===== src/design/pat_pkg.sv =====
package pat_pkg;
  // address widths
  localparam int unsigned PAT_LA_W = 16;
  localparam int unsigned PAT_GA_W = 23;
  localparam int unsigned PAT_PG_W = 8;
  localparam int unsigned PAT_GP_W = 7;
  // local windows
  localparam logic [15:0] PAT_REG_HI = 16'h07FF;
  localparam logic [15:0] PAT_EEP_LO = 16'h0800;
  localparam logic [15:0] PAT_EEP_HI = 16'h0BFF;
  localparam logic [15:0] PAT_RAM_LO = 16'h1000;
  localparam logic [15:0] PAT_RAM_HI = 16'h1FFF;
  localparam logic [15:0] PAT_PROG_LO = 16'h8000;
  localparam logic [15:0] PAT_PROG_HI = 16'hBFFF;
  // fixed upper global bits of each region
  localparam logic [6:0] PAT_REG_GP = 7'h00;
  localparam logic [6:0] PAT_UNPAGED_GP = 7'h7F;
  localparam logic [6:0] PAT_COP_GP = 7'h78;
  localparam logic [2:0] PAT_RAM_TOP = 3'h0;
  localparam logic [4:0] PAT_EEP_TOP = 5'h04;
  localparam logic [0:0] PAT_PROG_TOP = 1'h1;
  // apb register offsets
  localparam logic [7:0] PAT_OFF_PROG = 8'h00;
  localparam logic [7:0] PAT_OFF_RAM = 8'h04;
  localparam logic [7:0] PAT_OFF_EEP = 8'h08;
  localparam logic [7:0] PAT_OFF_CGP = 8'h0C;
  localparam logic [7:0] PAT_OFF_DGP = 8'h10;
  localparam logic [7:0] PAT_OFF_CTRL = 8'h14;
  localparam logic [7:0] PAT_OFF_STAT = 8'h18;
  localparam logic [7:0] PAT_OFF_MASK = 8'h1C;
  // control fields
  localparam int unsigned PAT_CTRL_SC = 0;
  localparam int unsigned PAT_CTRL_FP = 8;
  // status bits
  localparam int unsigned PAT_ST_W = 3;
  localparam int unsigned PAT_ST_UNIMP = 0;
  localparam int unsigned PAT_ST_DBGWR = 1;
  localparam int unsigned PAT_ST_EXT = 2;
  // debug register select codes
  localparam logic [2:0] PAT_DSEL_PROG = 3'h0;
  localparam logic [2:0] PAT_DSEL_RAM = 3'h1;
  localparam logic [2:0] PAT_DSEL_EEP = 3'h2;
  localparam logic [2:0] PAT_DSEL_DGP = 3'h3;
  // reset values
  localparam logic [7:0] PAT_RST_PROG = 8'hFE;
  localparam logic [7:0] PAT_RST_RAM = 8'hFD;
  localparam logic [7:0] PAT_RST_EEP = 8'hFE;
  localparam logic [6:0] PAT_RST_GP = 7'h00;
  localparam logic [7:0] PAT_RST_FP = 8'hF8;
  localparam logic PAT_RST_SC = 1'b1;
endpackage


===== src/design/pat_xlate.sv =====
`timescale 1ns/1ps
`default_nettype none
module pat_xlate #(
  parameter int unsigned LA_W = 16,
  parameter int unsigned GA_W = 23,
  parameter int unsigned PG_W = 8,
  parameter int unsigned GP_W = 7
) (
  input wire logic [LA_W-1:0] local_addr,
  input wire logic use_global,
  input wire logic [GP_W-1:0] global_page,
  input wire logic [PG_W-1:0] prog_page,
  input wire logic [PG_W-1:0] ram_page,
  input wire logic [PG_W-1:0] eep_page,
  input wire logic [PG_W-1:0] first_page,
  output logic [GA_W-1:0] global_addr,
  output logic is_external
);
  // window select and address forming
  always_comb begin
    if (use_global) begin
      global_addr = {global_page, local_addr};
    end else if (local_addr >= pat_pkg::PAT_PROG_LO && local_addr <= pat_pkg::PAT_PROG_HI) begin
      global_addr = {pat_pkg::PAT_PROG_TOP, prog_page, local_addr[13:0]};
    end else if (local_addr >= pat_pkg::PAT_RAM_LO && local_addr <= pat_pkg::PAT_RAM_HI) begin
      global_addr = {pat_pkg::PAT_RAM_TOP, ram_page, local_addr[11:0]};
    end else if (local_addr >= pat_pkg::PAT_EEP_LO && local_addr <= pat_pkg::PAT_EEP_HI) begin
      global_addr = {pat_pkg::PAT_EEP_TOP, eep_page, local_addr[9:0]};
    end else if (local_addr <= pat_pkg::PAT_REG_HI) begin
      global_addr = {pat_pkg::PAT_REG_GP, local_addr};
    end else begin
      global_addr = {pat_pkg::PAT_UNPAGED_GP, local_addr};
    end
  end

  // program space below the first on-chip page goes off-chip
  always_comb begin
    is_external = global_addr[GA_W-1] && (global_addr[GA_W-2:GA_W-1-PG_W] < first_page);
  end
endmodule
`default_nettype wire


===== src/design/pat_mmc.sv =====
// Notes on behaviour
// - an eight-bit ram page maps 4 Kbyte pages into local $1000-$1FFF.
// - an eight-bit eeprom page maps 1 Kbyte pages into the window from $0800.
// - the debug unit's paged accesses use the same three page registers, which it can read and write.
// - debug paged accesses translate exactly as core paged accesses do.
// - the core global page is seven bits and reaches the 8 Mbyte space with 23 bits.
// - the core global page applies only during a global-addressing instruction.
// - a core global address is the page as bits 22:16 above the local address.
// - the debug global page is seven bits and reaches the 8 Mbyte space with 23 bits.
// - the debug global page applies only to firmware global load/store and hardware read/write commands.
// - debug global uses debug local address for hardware and core local address for firmware commands.
// - the 64 Kbyte local map is addressed by 16 bits and its contents depend on the page values.
// - a paged program access goes internal or external depending on the on-chip memory size.
// - in single-chip mode a core access to an unimplemented address raises a system reset.
// - core, debug unit and coprocessor each have a separate map, the coprocessor its own 64 Kbyte one.
// - translation runs in run and wait mode and is inactive in stop mode.
// - an eight-bit program page maps 16 Kbyte pages into $8000-$BFFF, with $C000-$FFFF unpaged.
//
// Register access over APB and the address map were chosen for this implementation.
`timescale 1ns/1ps
`default_nettype none
module pat_mmc #(
  parameter int unsigned LA_W = pat_pkg::PAT_LA_W,
  parameter int unsigned GA_W = pat_pkg::PAT_GA_W
) (
  input wire logic pclk,
  input wire logic presetn,
  input wire logic psel,
  input wire logic penable,
  input wire logic pwrite,
  input wire logic [31:0] paddr,
  input wire logic [31:0] pwdata,
  output logic [31:0] prdata,
  output logic pready,
  output logic pslverr,
  input wire logic stop_mode,
  input wire logic core_req,
  input wire logic [LA_W-1:0] core_addr,
  input wire logic core_global_instr,
  output logic core_gvalid,
  output logic [GA_W-1:0] core_gaddr,
  output logic core_external,
  input wire logic dbg_req,
  input wire logic [LA_W-1:0] dbg_addr,
  input wire logic dbg_hw_cmd,
  input wire logic dbg_fw_global,
  output logic dbg_gvalid,
  output logic [GA_W-1:0] dbg_gaddr,
  output logic dbg_external,
  input wire logic dbg_reg_wr,
  input wire logic [2:0] dbg_reg_sel,
  input wire logic [7:0] dbg_reg_wdata,
  output logic [7:0] dbg_reg_rdata,
  input wire logic cop_req,
  input wire logic [LA_W-1:0] cop_addr,
  output logic cop_gvalid,
  output logic [GA_W-1:0] cop_gaddr,
  output logic sys_reset_req,
  output logic irq
);
  typedef struct packed {
    logic [7:0] prog;
    logic [7:0] ram;
    logic [7:0] eep;
    logic [6:0] cgp;
    logic [6:0] dgp;
    logic single_chip;
    logic [7:0] first_page;
    logic [2:0] status;
    logic [2:0] mask;
    logic [31:0] prdata;
    logic pready;
    logic pslverr;
    logic core_gv;
    logic [22:0] core_ga;
    logic core_ext;
    logic dbg_gv;
    logic [22:0] dbg_ga;
    logic dbg_ext;
    logic cop_gv;
    logic [22:0] cop_ga;
    logic sys_rst;
    logic irq;
    logic [7:0] dbg_rd;
  } pat_state_t;

  pat_state_t s_reg;
  pat_state_t s_next;
  logic [22:0] core_ga_c;
  logic core_ext_c;
  logic [22:0] dbg_ga_c;
  logic dbg_ext_c;
  logic [6:0] core_page;
  logic core_use_g;
  logic setup;
  logic access;
  logic mapped;
  logic [2:0] st_set;
  logic [2:0] st_clr;

  // firmware global commands run on the core but take the debug page
  assign core_page = dbg_fw_global ? s_reg.dgp : s_reg.cgp;
  assign core_use_g = core_global_instr | dbg_fw_global;

  // core side translator
  pat_xlate #(.LA_W(LA_W), .GA_W(GA_W), .PG_W(8), .GP_W(7)) u_core_xl (
    .local_addr(core_addr),
    .use_global(core_use_g),
    .global_page(core_page),
    .prog_page(s_reg.prog),
    .ram_page(s_reg.ram),
    .eep_page(s_reg.eep),
    .first_page(s_reg.first_page),
    .global_addr(core_ga_c),
    .is_external(core_ext_c)
  );

  // debug side translator, same paging scheme as the core
  pat_xlate #(.LA_W(LA_W), .GA_W(GA_W), .PG_W(8), .GP_W(7)) u_dbg_xl (
    .local_addr(dbg_addr),
    .use_global(dbg_hw_cmd),
    .global_page(s_reg.dgp),
    .prog_page(s_reg.prog),
    .ram_page(s_reg.ram),
    .eep_page(s_reg.eep),
    .first_page(s_reg.first_page),
    .global_addr(dbg_ga_c),
    .is_external(dbg_ext_c)
  );

  // apb phase decode
  assign setup = psel & ~penable;
  assign access = psel & penable & s_reg.pready;
  assign mapped = (paddr[31:8] == 24'h000000) && (paddr[7:0] <= pat_pkg::PAT_OFF_MASK) && (paddr[1:0] == 2'h0);

  // next state
  always_comb begin
    s_next = s_reg;
    st_set = 3'h0;
    st_clr = 3'h0;
    // apb answer prepared in setup, shown in the first access cycle
    s_next.pready = setup & ~s_reg.pready;
    if (setup) begin
      s_next.pslverr = ~mapped;
      s_next.prdata = 32'h00000000;
      if (mapped) begin
        case (paddr[7:0])
          pat_pkg::PAT_OFF_PROG: s_next.prdata = {24'h000000, s_reg.prog};
          pat_pkg::PAT_OFF_RAM: s_next.prdata = {24'h000000, s_reg.ram};
          pat_pkg::PAT_OFF_EEP: s_next.prdata = {24'h000000, s_reg.eep};
          pat_pkg::PAT_OFF_CGP: s_next.prdata = {25'h0000000, s_reg.cgp};
          pat_pkg::PAT_OFF_DGP: s_next.prdata = {25'h0000000, s_reg.dgp};
          pat_pkg::PAT_OFF_CTRL: s_next.prdata = {16'h0000, s_reg.first_page, 7'h00, s_reg.single_chip};
          pat_pkg::PAT_OFF_STAT: s_next.prdata = {29'h00000000, s_reg.status};
          pat_pkg::PAT_OFF_MASK: s_next.prdata = {29'h00000000, s_reg.mask};
          default: s_next.prdata = 32'h00000000;
        endcase
      end
    end
    // register writes at the completing edge
    if (access && pwrite && !s_reg.pslverr) begin
      case (paddr[7:0])
        pat_pkg::PAT_OFF_PROG: s_next.prog = pwdata[7:0];
        pat_pkg::PAT_OFF_RAM: s_next.ram = pwdata[7:0];
        pat_pkg::PAT_OFF_EEP: s_next.eep = pwdata[7:0];
        pat_pkg::PAT_OFF_CGP: s_next.cgp = pwdata[6:0];
        pat_pkg::PAT_OFF_DGP: s_next.dgp = pwdata[6:0];
        pat_pkg::PAT_OFF_CTRL: begin
          s_next.single_chip = pwdata[pat_pkg::PAT_CTRL_SC];
          s_next.first_page = pwdata[pat_pkg::PAT_CTRL_FP +: 8];
        end
        pat_pkg::PAT_OFF_MASK: s_next.mask = pwdata[2:0];
        default: s_next.mask = s_reg.mask;
      endcase
    end
    // a status read clears exactly the bits it returned
    if (access && !pwrite && !s_reg.pslverr && paddr[7:0] == pat_pkg::PAT_OFF_STAT) begin
      st_clr = s_reg.prdata[2:0];
    end
    // debug unit writes page registers, winning over apb
    if (dbg_reg_wr) begin
      st_set[pat_pkg::PAT_ST_DBGWR] = 1'b1;
      case (dbg_reg_sel)
        pat_pkg::PAT_DSEL_PROG: s_next.prog = dbg_reg_wdata;
        pat_pkg::PAT_DSEL_RAM: s_next.ram = dbg_reg_wdata;
        pat_pkg::PAT_DSEL_EEP: s_next.eep = dbg_reg_wdata;
        pat_pkg::PAT_DSEL_DGP: s_next.dgp = dbg_reg_wdata[6:0];
        default: st_set[pat_pkg::PAT_ST_DBGWR] = 1'b0;
      endcase
    end
    // debug read-back of the page registers
    case (dbg_reg_sel)
      pat_pkg::PAT_DSEL_PROG: s_next.dbg_rd = s_reg.prog;
      pat_pkg::PAT_DSEL_RAM: s_next.dbg_rd = s_reg.ram;
      pat_pkg::PAT_DSEL_EEP: s_next.dbg_rd = s_reg.eep;
      pat_pkg::PAT_DSEL_DGP: s_next.dbg_rd = {1'b0, s_reg.dgp};
      default: s_next.dbg_rd = 8'h00;
    endcase
    // translation, frozen while stopped
    s_next.core_gv = 1'b0;
    s_next.dbg_gv = 1'b0;
    s_next.cop_gv = 1'b0;
    s_next.sys_rst = 1'b0;
    if (!stop_mode) begin
      s_next.core_gv = core_req;
      s_next.dbg_gv = dbg_req;
      s_next.cop_gv = cop_req;
      if (core_req) begin
        s_next.core_ga = core_ga_c;
        s_next.core_ext = core_ext_c;
        s_next.sys_rst = s_reg.single_chip & core_ext_c;
        st_set[pat_pkg::PAT_ST_UNIMP] = s_reg.single_chip & core_ext_c;
        st_set[pat_pkg::PAT_ST_EXT] = core_ext_c;
      end
      if (dbg_req) begin
        s_next.dbg_ga = dbg_ga_c;
        s_next.dbg_ext = dbg_ext_c;
        st_set[pat_pkg::PAT_ST_EXT] = st_set[pat_pkg::PAT_ST_EXT] | dbg_ext_c;
      end
      if (cop_req) begin
        s_next.cop_ga = {pat_pkg::PAT_COP_GP, cop_addr};
      end
    end
    // sticky status, set wins over clear
    s_next.status = (s_reg.status & ~st_clr) | st_set;
    s_next.irq = |(s_next.status & s_next.mask);
  end

  // state register
  always_ff @(posedge pclk or negedge presetn) begin
    if (!presetn) begin
      s_reg <= '0;
      s_reg.prog <= pat_pkg::PAT_RST_PROG;
      s_reg.ram <= pat_pkg::PAT_RST_RAM;
      s_reg.eep <= pat_pkg::PAT_RST_EEP;
      s_reg.cgp <= pat_pkg::PAT_RST_GP;
      s_reg.dgp <= pat_pkg::PAT_RST_GP;
      s_reg.first_page <= pat_pkg::PAT_RST_FP;
      s_reg.single_chip <= pat_pkg::PAT_RST_SC;
    end else begin
      s_reg <= s_next;
    end
  end

  // outputs straight from the state register
  assign prdata = s_reg.prdata;
  assign pready = s_reg.pready;
  assign pslverr = s_reg.pslverr;
  assign core_gvalid = s_reg.core_gv;
  assign core_gaddr = s_reg.core_ga;
  assign core_external = s_reg.core_ext;
  assign dbg_gvalid = s_reg.dbg_gv;
  assign dbg_gaddr = s_reg.dbg_ga;
  assign dbg_external = s_reg.dbg_ext;
  assign cop_gvalid = s_reg.cop_gv;
  assign cop_gaddr = s_reg.cop_ga;
  assign sys_reset_req = s_reg.sys_rst;
  assign irq = s_reg.irq;
  assign dbg_reg_rdata = s_reg.dbg_rd;

  logic core_paged;
  assign core_paged = core_req && !stop_mode && !core_global_instr && !dbg_fw_global;
endmodule
`default_nettype wire


===== config.mk =====
export PLATFORM = sky130hd
export DESIGN_NAME = pat_mmc
export DESIGN_NICKNAME = d
export VERILOG_FILES = /design/src/design/pat_pkg.sv /design/src/design/pat_xlate.sv /design/src/design/pat_mmc.sv
export SDC_FILE = /design/constraint.sdc
export NUM_CORES = 1
export LEC_CHECK = 0
export ABC_AREA = 1
export BUFFER_PORTS_ARGS = -buffer_cell sky130_fd_sc_hd__buf_2
export CAP_MARGIN = 20
export CORE_ASPECT_RATIO = 0.6
export CORE_MARGIN = 1
export CORE_UTILIZATION = 54
export CTS_BUF_LIST = sky130_fd_sc_hd__clkbuf_4
export CTS_CLUSTER_DIAMETER = 40
export DETAILED_ROUTE_END_ITERATION = 16
export GPL_TIMING_DRIVEN = 0
export PLACE_DENSITY = 0.83
export SETUP_SLACK_MARGIN = 0.5
export SLEW_MARGIN = 20
export SYNTH_ARGS = -nofsm -noshare
export SYNTH_HDL_FRONTEND = slang
export SYNTH_HIERARCHICAL = 1
export SYNTH_SLANG_ARGS = --single-unit
export TNS_END_PERCENT = 1

===== constraint.sdc =====
create_clock -name pclk -period 2.55 [get_ports pclk]
set_input_delay 0.51 -clock pclk [delete_from_list [all_inputs] [get_ports pclk]]
set_output_delay 0.51 -clock pclk [all_outputs]
set_load 0.02 [all_outputs]

==> metrics.log, run 1 <==
INFO  metric synthCells = roughly 1.2k
INFO  metric sum_of_negative_setup_slack = 0 ns
INFO  metric grt_use_total = around a third
INFO  metric slew_headroom = 64.4%
INFO  metric status = complete, no violations
INFO  metric htree_num_levels = 4
INFO  metric avgViaCountPerCell = roughly 5.3
INFO  metric layout.cells.most_common = sky130_fd_sc_hd__nand2_1
INFO  metric crit_arrival = 2.91 ns
INFO  metric total_via_count_in_the_routed_design = approximately 8.5k
INFO  metric net_sw_share = 36.6%
INFO  metric maximum_number_of_pins_on_one_net_before_global_route_repair = 82
INFO  metric synth-seq-cells = 149
INFO  metric most-common-layout-cells = sky130_fd_sc_hd__nand2_1, sky130_fd_sc_hd__buf_2, sky130_fd_sc_hd__buf_4, sky130_fd_sc_hd__dfrtp_1, sky130_fd_sc_hd__inv_1
INFO  metric antenna_violations_before_repair = 1
INFO  metric pin_count = between 200 and 300
INFO  metric post-route-cell-area = about 11000 um^2
INFO  metric layout_worst_path_cycle_share = a little over nine tenths
INFO  metric critical-path-slowest-cell = sky130_fd_sc_hd__dfstp_2
INFO  metric initial_util = roughly 57%
INFO  metric number_of_clock_sinks_seen_by_cts = 149
INFO  metric sequentialPowerShare = between 40% and 50%
INFO  metric startpoint_type = flop
INFO  metric ys.flop_type = sky130_fd_sc_hd__dfrtp_1
INFO  metric worst_clock_skew = between 0.02 and 0.03 ns
INFO  metric syn-mean-instance-area = between 7 and 8 um^2
INFO  metric cpMostUsedCell = sky130_fd_sc_hd__nand2_2
INFO  metric max-cap-violations = 0
INFO  metric sequential_cell_area = about 3800 um^2
INFO  metric largest_register_ff_count = 53
INFO  metric combinationalPowerShare = between 20% and 30%
INFO  metric row_count = 35
INFO  metric intPower = 3.96 mW
INFO  metric crit_fanout = 4
INFO  metric crit_chain = nor2_1 -> nor2_1 -> o211ai_1 -> a31oi_2 -> ha_1 -> nand2_1 -> inv_2 -> nand2_2 -> nand2_2 -> a21oi_2 -> nand3_2 -> nand2_2 -> nand2_1 -> nand3_2
INFO  metric post-route-drc-count = 0
INFO  metric filler_cell_count = between 1k and 1.5k
INFO  metric critPathRequiredTime = slightly above 3 ns
INFO  metric slew_violations = 0
INFO  metric gp_congestion = roughly 0.99
INFO  metric crit_type = reg2reg
INFO  metric synth_area = 8870 um^2
INFO  metric multi_input_area = approximately 3800 um^2
INFO  metric final-hold-violation-count = 0
INFO  metric hp-class = in2reg
INFO  metric share_clk_of_total_power = between 20% and 30%
INFO  metric core-area = 15700 um^2
INFO  metric drive_above_1_share = around a third
INFO  metric firstDrtPassIters = 5
INFO  metric final_antenna_net_count = 0
INFO  metric synth.lib_cells_used.distinct = 36
INFO  metric critical-path-top-delay-family = simple AND/OR/NAND/NOR gates
INFO  metric globalRouteOverflowTotal = 0
INFO  metric timing.critical_path.slowest_cell_delay = 0.62 ns
INFO  metric first_global_vias = around 8k
INFO  metric fmax = around 420 MHz
INFO  metric drt_iter0_drc = around 990
INFO  metric grt_setup_unrepaired = yes
INFO  metric detailed_place.area = approximately 10000 um^2
INFO  metric post_detailed_routing_wire_length = 27900 um
INFO  metric post_detail_place_hpwl = between 20000 and 25000 um
INFO  metric number_of_buffers_added_on_ports = just under 200
INFO  metric ys_warn_count = 6
INFO  metric total_clock_buffers_created_by_cts = 17
INFO  metric async_reset_ff_share = 100%
INFO  metric net-switching-power = roughly 2.3 mW
INFO  metric die_x = between 150 and 200 um
INFO  metric finalCoreUtilization = between 60% and 70%
INFO  metric insertedDiodeCount = 0
INFO  metric synth-seq-area-share = 42.4%
INFO  metric static-leakage-power = between 5 and 6 nW
INFO  metric clock_latency = approximately 0.56 ns
INFO  metric ctsLongestPathBuffers = 2
INFO  metric syn2layout_area_growth = 20.6%
INFO  metric fin_hold_ws = ~0.13 ns
INFO  metric timing.critical_path.buf_inv = 1
INFO  metric total_power = about 6.2 mW
INFO  metric num-nets-final = about 1.6k
INFO  metric synth_enable_flop_cells = 0
INFO  metric clock_tree.root_cell = sky130_fd_sc_hd__clkbuf_4
INFO  metric clock_transition_at_the_register_clock_pins_on_the_worst_setup_and_hold_paths_after_cts = roughly 0.15 ns
INFO  metric power-per-cell-area = slightly below 600 nW/um^2
INFO  metric die_area = approximately 17000 um^2
INFO  metric floorplan_die_height = ~100 um
INFO  metric fin_crit = approximately 2.4 ns
INFO  metric tightestPinTransition = around 0.53 ns
INFO  metric cp-end-kind = flop
INFO  metric wl_per_cell = 17.2 um
INFO  metric tritoncts = yes
INFO  metric grt_first_pass_wirelength = 42900 um
INFO  metric setup-violations-final = 0
INFO  metric ir_drop = between 0.3 and 0.4 mV
==> timing repair <==
item / 4_1_cts / 5_1_grt
resized for setup: 16 / 11
gates cloned: 0 / 0
pin swaps: 9 / 13
endpoints found under the setup margin: 6 / 6
endpoints found under the hold margin: 67 / 0
setup buffers: 6 / 2
hold buffers: 1 / 0
==> worst paths after layout <==
kind	startpoint	to	slack, ns	cells after the start
worst max-delay path	s_reg[154]	irq	0.15	14
worst min register to register	core_gaddr[12]	core_gaddr[12]	0.49	2
min in group asynchronous	presetn	prdata[10]	0.45	2
max in group asynchronous	presetn	s_reg[158]	1.24	3
worst min-delay path	core_addr[2]	core_gaddr[2]	0.13	3
worst max register to register	s_reg[154]	irq	0.15	14
==> routing by layer <==
| layer | track usage [%] | wire (um) |
|---|---|---|
| met5 | 0 | 13 |
| met4 | 8.33 | 428 |
| met3 | 10.8 | 3590 |
| met2 | 45.9 | 11100 |
| met1 | 50.8 | 12800 |
==> worst min-delay path, cell delays in order <==
cell                      delay [ns]
sky130_fd_sc_hd__buf_4          0.07
sky130_fd_sc_hd__nand2_1        0.04
sky130_fd_sc_hd__nand2_1        0.04
==> through the flow <==
step | instances | worst slack (ns)
finish | 1622 | 0.150
global route | 1622 | 0.116
CTS | 1620 | 0.272
detailed placement | 1581 | -0.438
global placement | 1580 | -1.19
floorplan | 1180 | 0.257
==> synth_stat cells, types with 8 or more instances <==
library cell	number	area share [%]
sky130_fd_sc_hd__mux2_2	13	1.7
sky130_fd_sc_hd__clkbuf_1	14	0.59
sky130_fd_sc_hd__a22oi_1	11	0.93
sky130_fd_sc_hd__nand3_1	39	2.2
sky130_fd_sc_hd__nand2_1	424	18
sky130_fd_sc_hd__nor2_1	79	3.3
sky130_fd_sc_hd__inv_1	89	3.8
sky130_fd_sc_hd__nor2_2	10	0.71
sky130_fd_sc_hd__a31oi_1	13	0.92
sky130_fd_sc_hd__a21oi_1	38	2.1
sky130_fd_sc_hd__o21ai_0	45	2.5
sky130_fd_sc_hd__dfrtp_1	122	34
sky130_fd_sc_hd__ha_1	14	2.0
sky130_fd_sc_hd__dfstp_2	27	8.0
sky130_fd_sc_hd__nand2_2	8	0.56
sky130_fd_sc_hd__buf_4	133	11
sky130_fd_sc_hd__o211ai_1	19	1.6
==> cell families (layout without fill, tap and decap cells) <==
family                   after synthesis  after routing  synth area share [%]
AO/OA/AOI/OAI                        151            151                  10.2
adder cells (fa/ha/maj)               14             14                  1.97
buffers and inverters                256            495                  17.0
flip-flops                           149            149                  42.4
multiplexers                          13             13                  1.65
other                                  1             19                0.0423
AND/OR/NAND/NOR                      578            578                  26.7
==> final cells by class <==
type                            count  area share (%)
Buffer                            157            10.8
Clock inverter                     15            1.57
Inverter                           99            3.47
Tap cell                          203            2.37
Timing Repair Buffer              207            10.2
Clock buffer                       17            1.19
Multi-Input combinational cell    775            35.2
Sequential cell                   149            35.2
==> power by group through the flow <==
| stage | registers [mW] | logic, mW | clock network, mW |
|---|---|---|---|
| 2_1_floorplan | 2.87 | 1.04 | 0 |
| 3_3_place_gp | 3.02 | 1.53 | 0 |
| 3_5_place_dp | 3.02 | 1.56 | 0 |
| 4_1_cts | 2.97 | 1.61 | 1.62 |
| 5_1_grt | 3.02 | 1.79 | 1.72 |
| 6_report | 3.00 | 1.65 | 1.59 |
(Power assumes the default switching activity.)
==> inputs of run 2 (changes only) <==
- clock period: 2.55 -> 2.73 ns (I/O delays scaled with it)
==> run 2 against run 1 <==
Compared with the run above:
- clock-buffer cell count is the same
- critical path type unchanged
- sequential share of layout area is essentially flat
- global-route usage is the same
- cell area is essentially flat
==> metrics.log, run 2 (synthesis gave the netlist of run 1 again) <==
INFO  metric drive_above_1_share = 34.6% (+0.12 points)
INFO  metric crit_chain = nor2_1 -> nor2_1 -> o211ai_1 -> a31oi_2 -> ha_1 -> nand2_1 -> inv_2 -> nand2_2 -> nand2_2 -> a21oi_2 -> nand3_2 -> nand2_2 -> nand2_1 -> nand3_2
INFO  metric crit_arrival = 2.90 ns (about the same)
INFO  metric sum_of_negative_setup_slack = 0 ns (unchanged)
INFO  metric ctsLongestPathBuffers = 2 (unchanged)
INFO  metric fin_hold_ws = 0.164 ns (+0.0371 ns)
INFO  metric grt_util_met1 = 50.8% (unchanged)
INFO  metric layout_worst_path_cycle_share = 87.7% (-6.5 points)
INFO  metric multi_input_area = 3770 um^2 (unchanged)
INFO  metric use_met2 = 45.9% (unchanged)
INFO  metric share_clk_of_total_power = 25.6% (about the same)
INFO  metric final_critical_path_setup_slack = 0.337 ns (+0.188 ns)
INFO  metric number_of_buffers_added_on_ports = 197 (unchanged)
INFO  metric grt_first_pass_wirelength = 42900 um (unchanged)
INFO  metric global_route.usage.met3 = 10.8% (unchanged)
INFO  metric first_global_vias = 7856 (unchanged)
INFO  metric largest_register_ff_count = 53 (unchanged)
INFO  metric post_detailed_routing_wire_length = 27800 um (-0.28%)
INFO  metric static-leakage-power = 5.98 nW (+0.14%)
INFO  metric post_detail_place_hpwl = 21400 um (unchanged)
INFO  metric clock_transition_at_the_register_clock_pins_on_the_worst_setup_and_hold_paths_after_cts = 0.15 ns (about the same)
INFO  metric grt_use_total = 33.6% (unchanged)
INFO  metric ir_drop = 0.321 mV (-6.6%)
INFO  metric setup-violations-final = 0 (unchanged)
INFO  metric critPathRequiredTime = 3.24 ns (+0.18 ns)
INFO  metric die_x = 167 um (unchanged)
INFO  metric grt_setup_unrepaired = yes
INFO  metric net_sw_share = 36.6% (about the same)
INFO  metric slew_violations = 0 (unchanged)
INFO  metric globalRouteOverflowTotal = 0 (unchanged)
INFO  metric drt_iter0_drc = 948 (-4.0%)
INFO  metric core-area = 15700 um^2 (unchanged)
INFO  metric globalRoute.busiestLayer = met1
INFO  metric initial_util = 56.6% (unchanged)
INFO  metric wl_per_cell = 17.1 um (-0.34%)
INFO  metric crit_fanout = 4 (unchanged)
INFO  metric status = complete, no violations
INFO  metric tightestPinTransition = 0.543 ns (+0.0113 ns)
INFO  metric timing.critical_path.slowest_cell_delay = 0.62 ns (about the same)
INFO  metric num-nets-final = 1557 (+0.064%)
INFO  metric worst_clock_skew = 0.0318 ns (+0.00259 ns)
INFO  metric layout.cells.most_common = sky130_fd_sc_hd__nand2_1
INFO  metric total_clock_buffers_created_by_cts = 17 (unchanged)
INFO  metric insertedDiodeCount = 0 (unchanged)
INFO  metric startpoint_type = flop
INFO  metric fmax = 418 MHz (+0.31%)
INFO  metric critical-path-slowest-cell = sky130_fd_sc_hd__dfstp_2
INFO  metric htree_num_levels = 4 (unchanged)
INFO  metric dp_worst_setup_slack = -0.294 ns (+0.144 ns)
INFO  metric firstDrtPassIters = 5 (unchanged)
INFO  metric row_count = 35 (unchanged)
INFO  metric antenna_violations_before_repair = 1 (unchanged)
INFO  metric net-switching-power = 2.14 mW (-6.5%)
INFO  metric total_via_count_in_the_routed_design = 8524 (-0.22%)
INFO  metric syn2layout_area_growth = 20.7% (about the same)
INFO  metric intPower = 3.70 mW (-6.6%)
INFO  metric combinationalPowerShare = 26.4% (about the same)
INFO  metric clock_tree.root_cell = sky130_fd_sc_hd__clkbuf_4
INFO  metric floorplan_die_height = 101 um (unchanged)
INFO  metric gp_congestion = 0.994 (unchanged)
INFO  metric total_power = 5.84 mW (-6.5%)
INFO  metric maximum_number_of_pins_on_one_net_before_global_route_repair = 82 (unchanged)
INFO  metric most-common-layout-cells = sky130_fd_sc_hd__nand2_1, sky130_fd_sc_hd__buf_2, sky130_fd_sc_hd__buf_4, sky130_fd_sc_hd__dfrtp_1, sky130_fd_sc_hd__inv_1
INFO  metric crit_type = reg2reg
INFO  metric avgViaCountPerCell = 5.25 (-0.28%)
INFO  metric pin_count = 254 (unchanged)
INFO  metric die_area = 17000 um^2 (unchanged)
INFO  metric power-per-cell-area = 545 nW/um^2 (-6.6%)
INFO  metric cpMostUsedCell = sky130_fd_sc_hd__nand2_2
INFO  metric sequentialPowerShare = 48.0% (about the same)
INFO  metric filler_cell_count = 1301 (-0.23%)
INFO  metric fin_crit = 2.39 ns (-0.00751 ns)
INFO  metric post-route-drc-count = 0 (unchanged)
INFO  metric clock_latency = 0.56 ns (about the same)
INFO  metric tritoncts = yes
INFO  metric slew_headroom = 63.7% (-0.75 points)
INFO  metric hp-class = in2reg
INFO  metric max-cap-violations = 0 (unchanged)
INFO  metric finalCoreUtilization = 68.3% (about the same)
INFO  metric cp-end-kind = flop
INFO  metric final-hold-violation-count = 0 (unchanged)
INFO  metric final_antenna_net_count = 0 (unchanged)
INFO  metric number_of_clock_sinks_seen_by_cts = 149 (unchanged)
INFO  metric sequential_cell_area = 3770 um^2 (unchanged)
## run 2: what timing repair did
action	CTS	global route
pin swaps	9	13
buffers inserted	6	3
gates resized for setup	16	14
endpoints found under the setup margin	5	6
endpoints found under the hold margin	67	0
hold buffers	1	0
## run 2: per-layer routing
metal	wire length (um)	part of all wire [%]
met2	11200	40
met1	12700	46
met3	3480	13
met5	0	0
met4	350	1.3
## run 2: final cells by class
cell class                      instances  area share, %
Multi-Input combinational cell        775           35.2
Sequential cell                       149           35.2
Inverter                               99           3.47
Timing Repair Buffer                  208           10.3
Clock buffer                           17           1.19
Buffer                                157           10.8
Clock inverter                         15           1.57
Tap cell                              203           2.37
## run 2: through the flow
step / std cells / area, um^2
4_1_cts: 1620 / 10700
3_5_place_dp: 1581 / 10200
6_report: 1623 / 10700
5_1_grt: 1623 / 10700
2_1_floorplan: 1180 / 8970
3_3_place_gp: 1580 / 10200
## run 2: final timing paths
| kind | startpoint | endpoint | slack [ns] | depth (start not counted) |
|---|---|---|---|---|
| min reg2reg | core_gaddr[12] | core_gaddr[12] | 0.49 | 2 |
| max in group asynchronous | presetn | s_reg[158] | 1.39 | 3 |
| max reg2reg | s_reg[154] | irq | 0.34 | 14 |
| max | s_reg[154] | irq | 0.34 | 14 |
| min in group asynchronous | presetn | pready | 0.49 | 2 |
| min | core_addr[6] | core_gaddr[6] | 0.16 | 3 |
## run 2: power groups by stage
stage	Sequential, mW	Combinational, mW	Clock (mW)
after detailed placement	2.82	1.46	0
final	2.80	1.54	1.49
after global placement	2.82	1.43	0
after floorplan	2.68	0.974	0
after CTS	2.77	1.50	1.52
after global routing	2.82	1.68	1.61
## run 2: worst max-delay path: cells and delay by family, from the launching register on
family,cells,cell delay (ns)
flops,1,0.62
buf+inv,1,0.05
simple gates,9,0.83
fa+ha+maj,1,0.29
compound gates,3,0.54
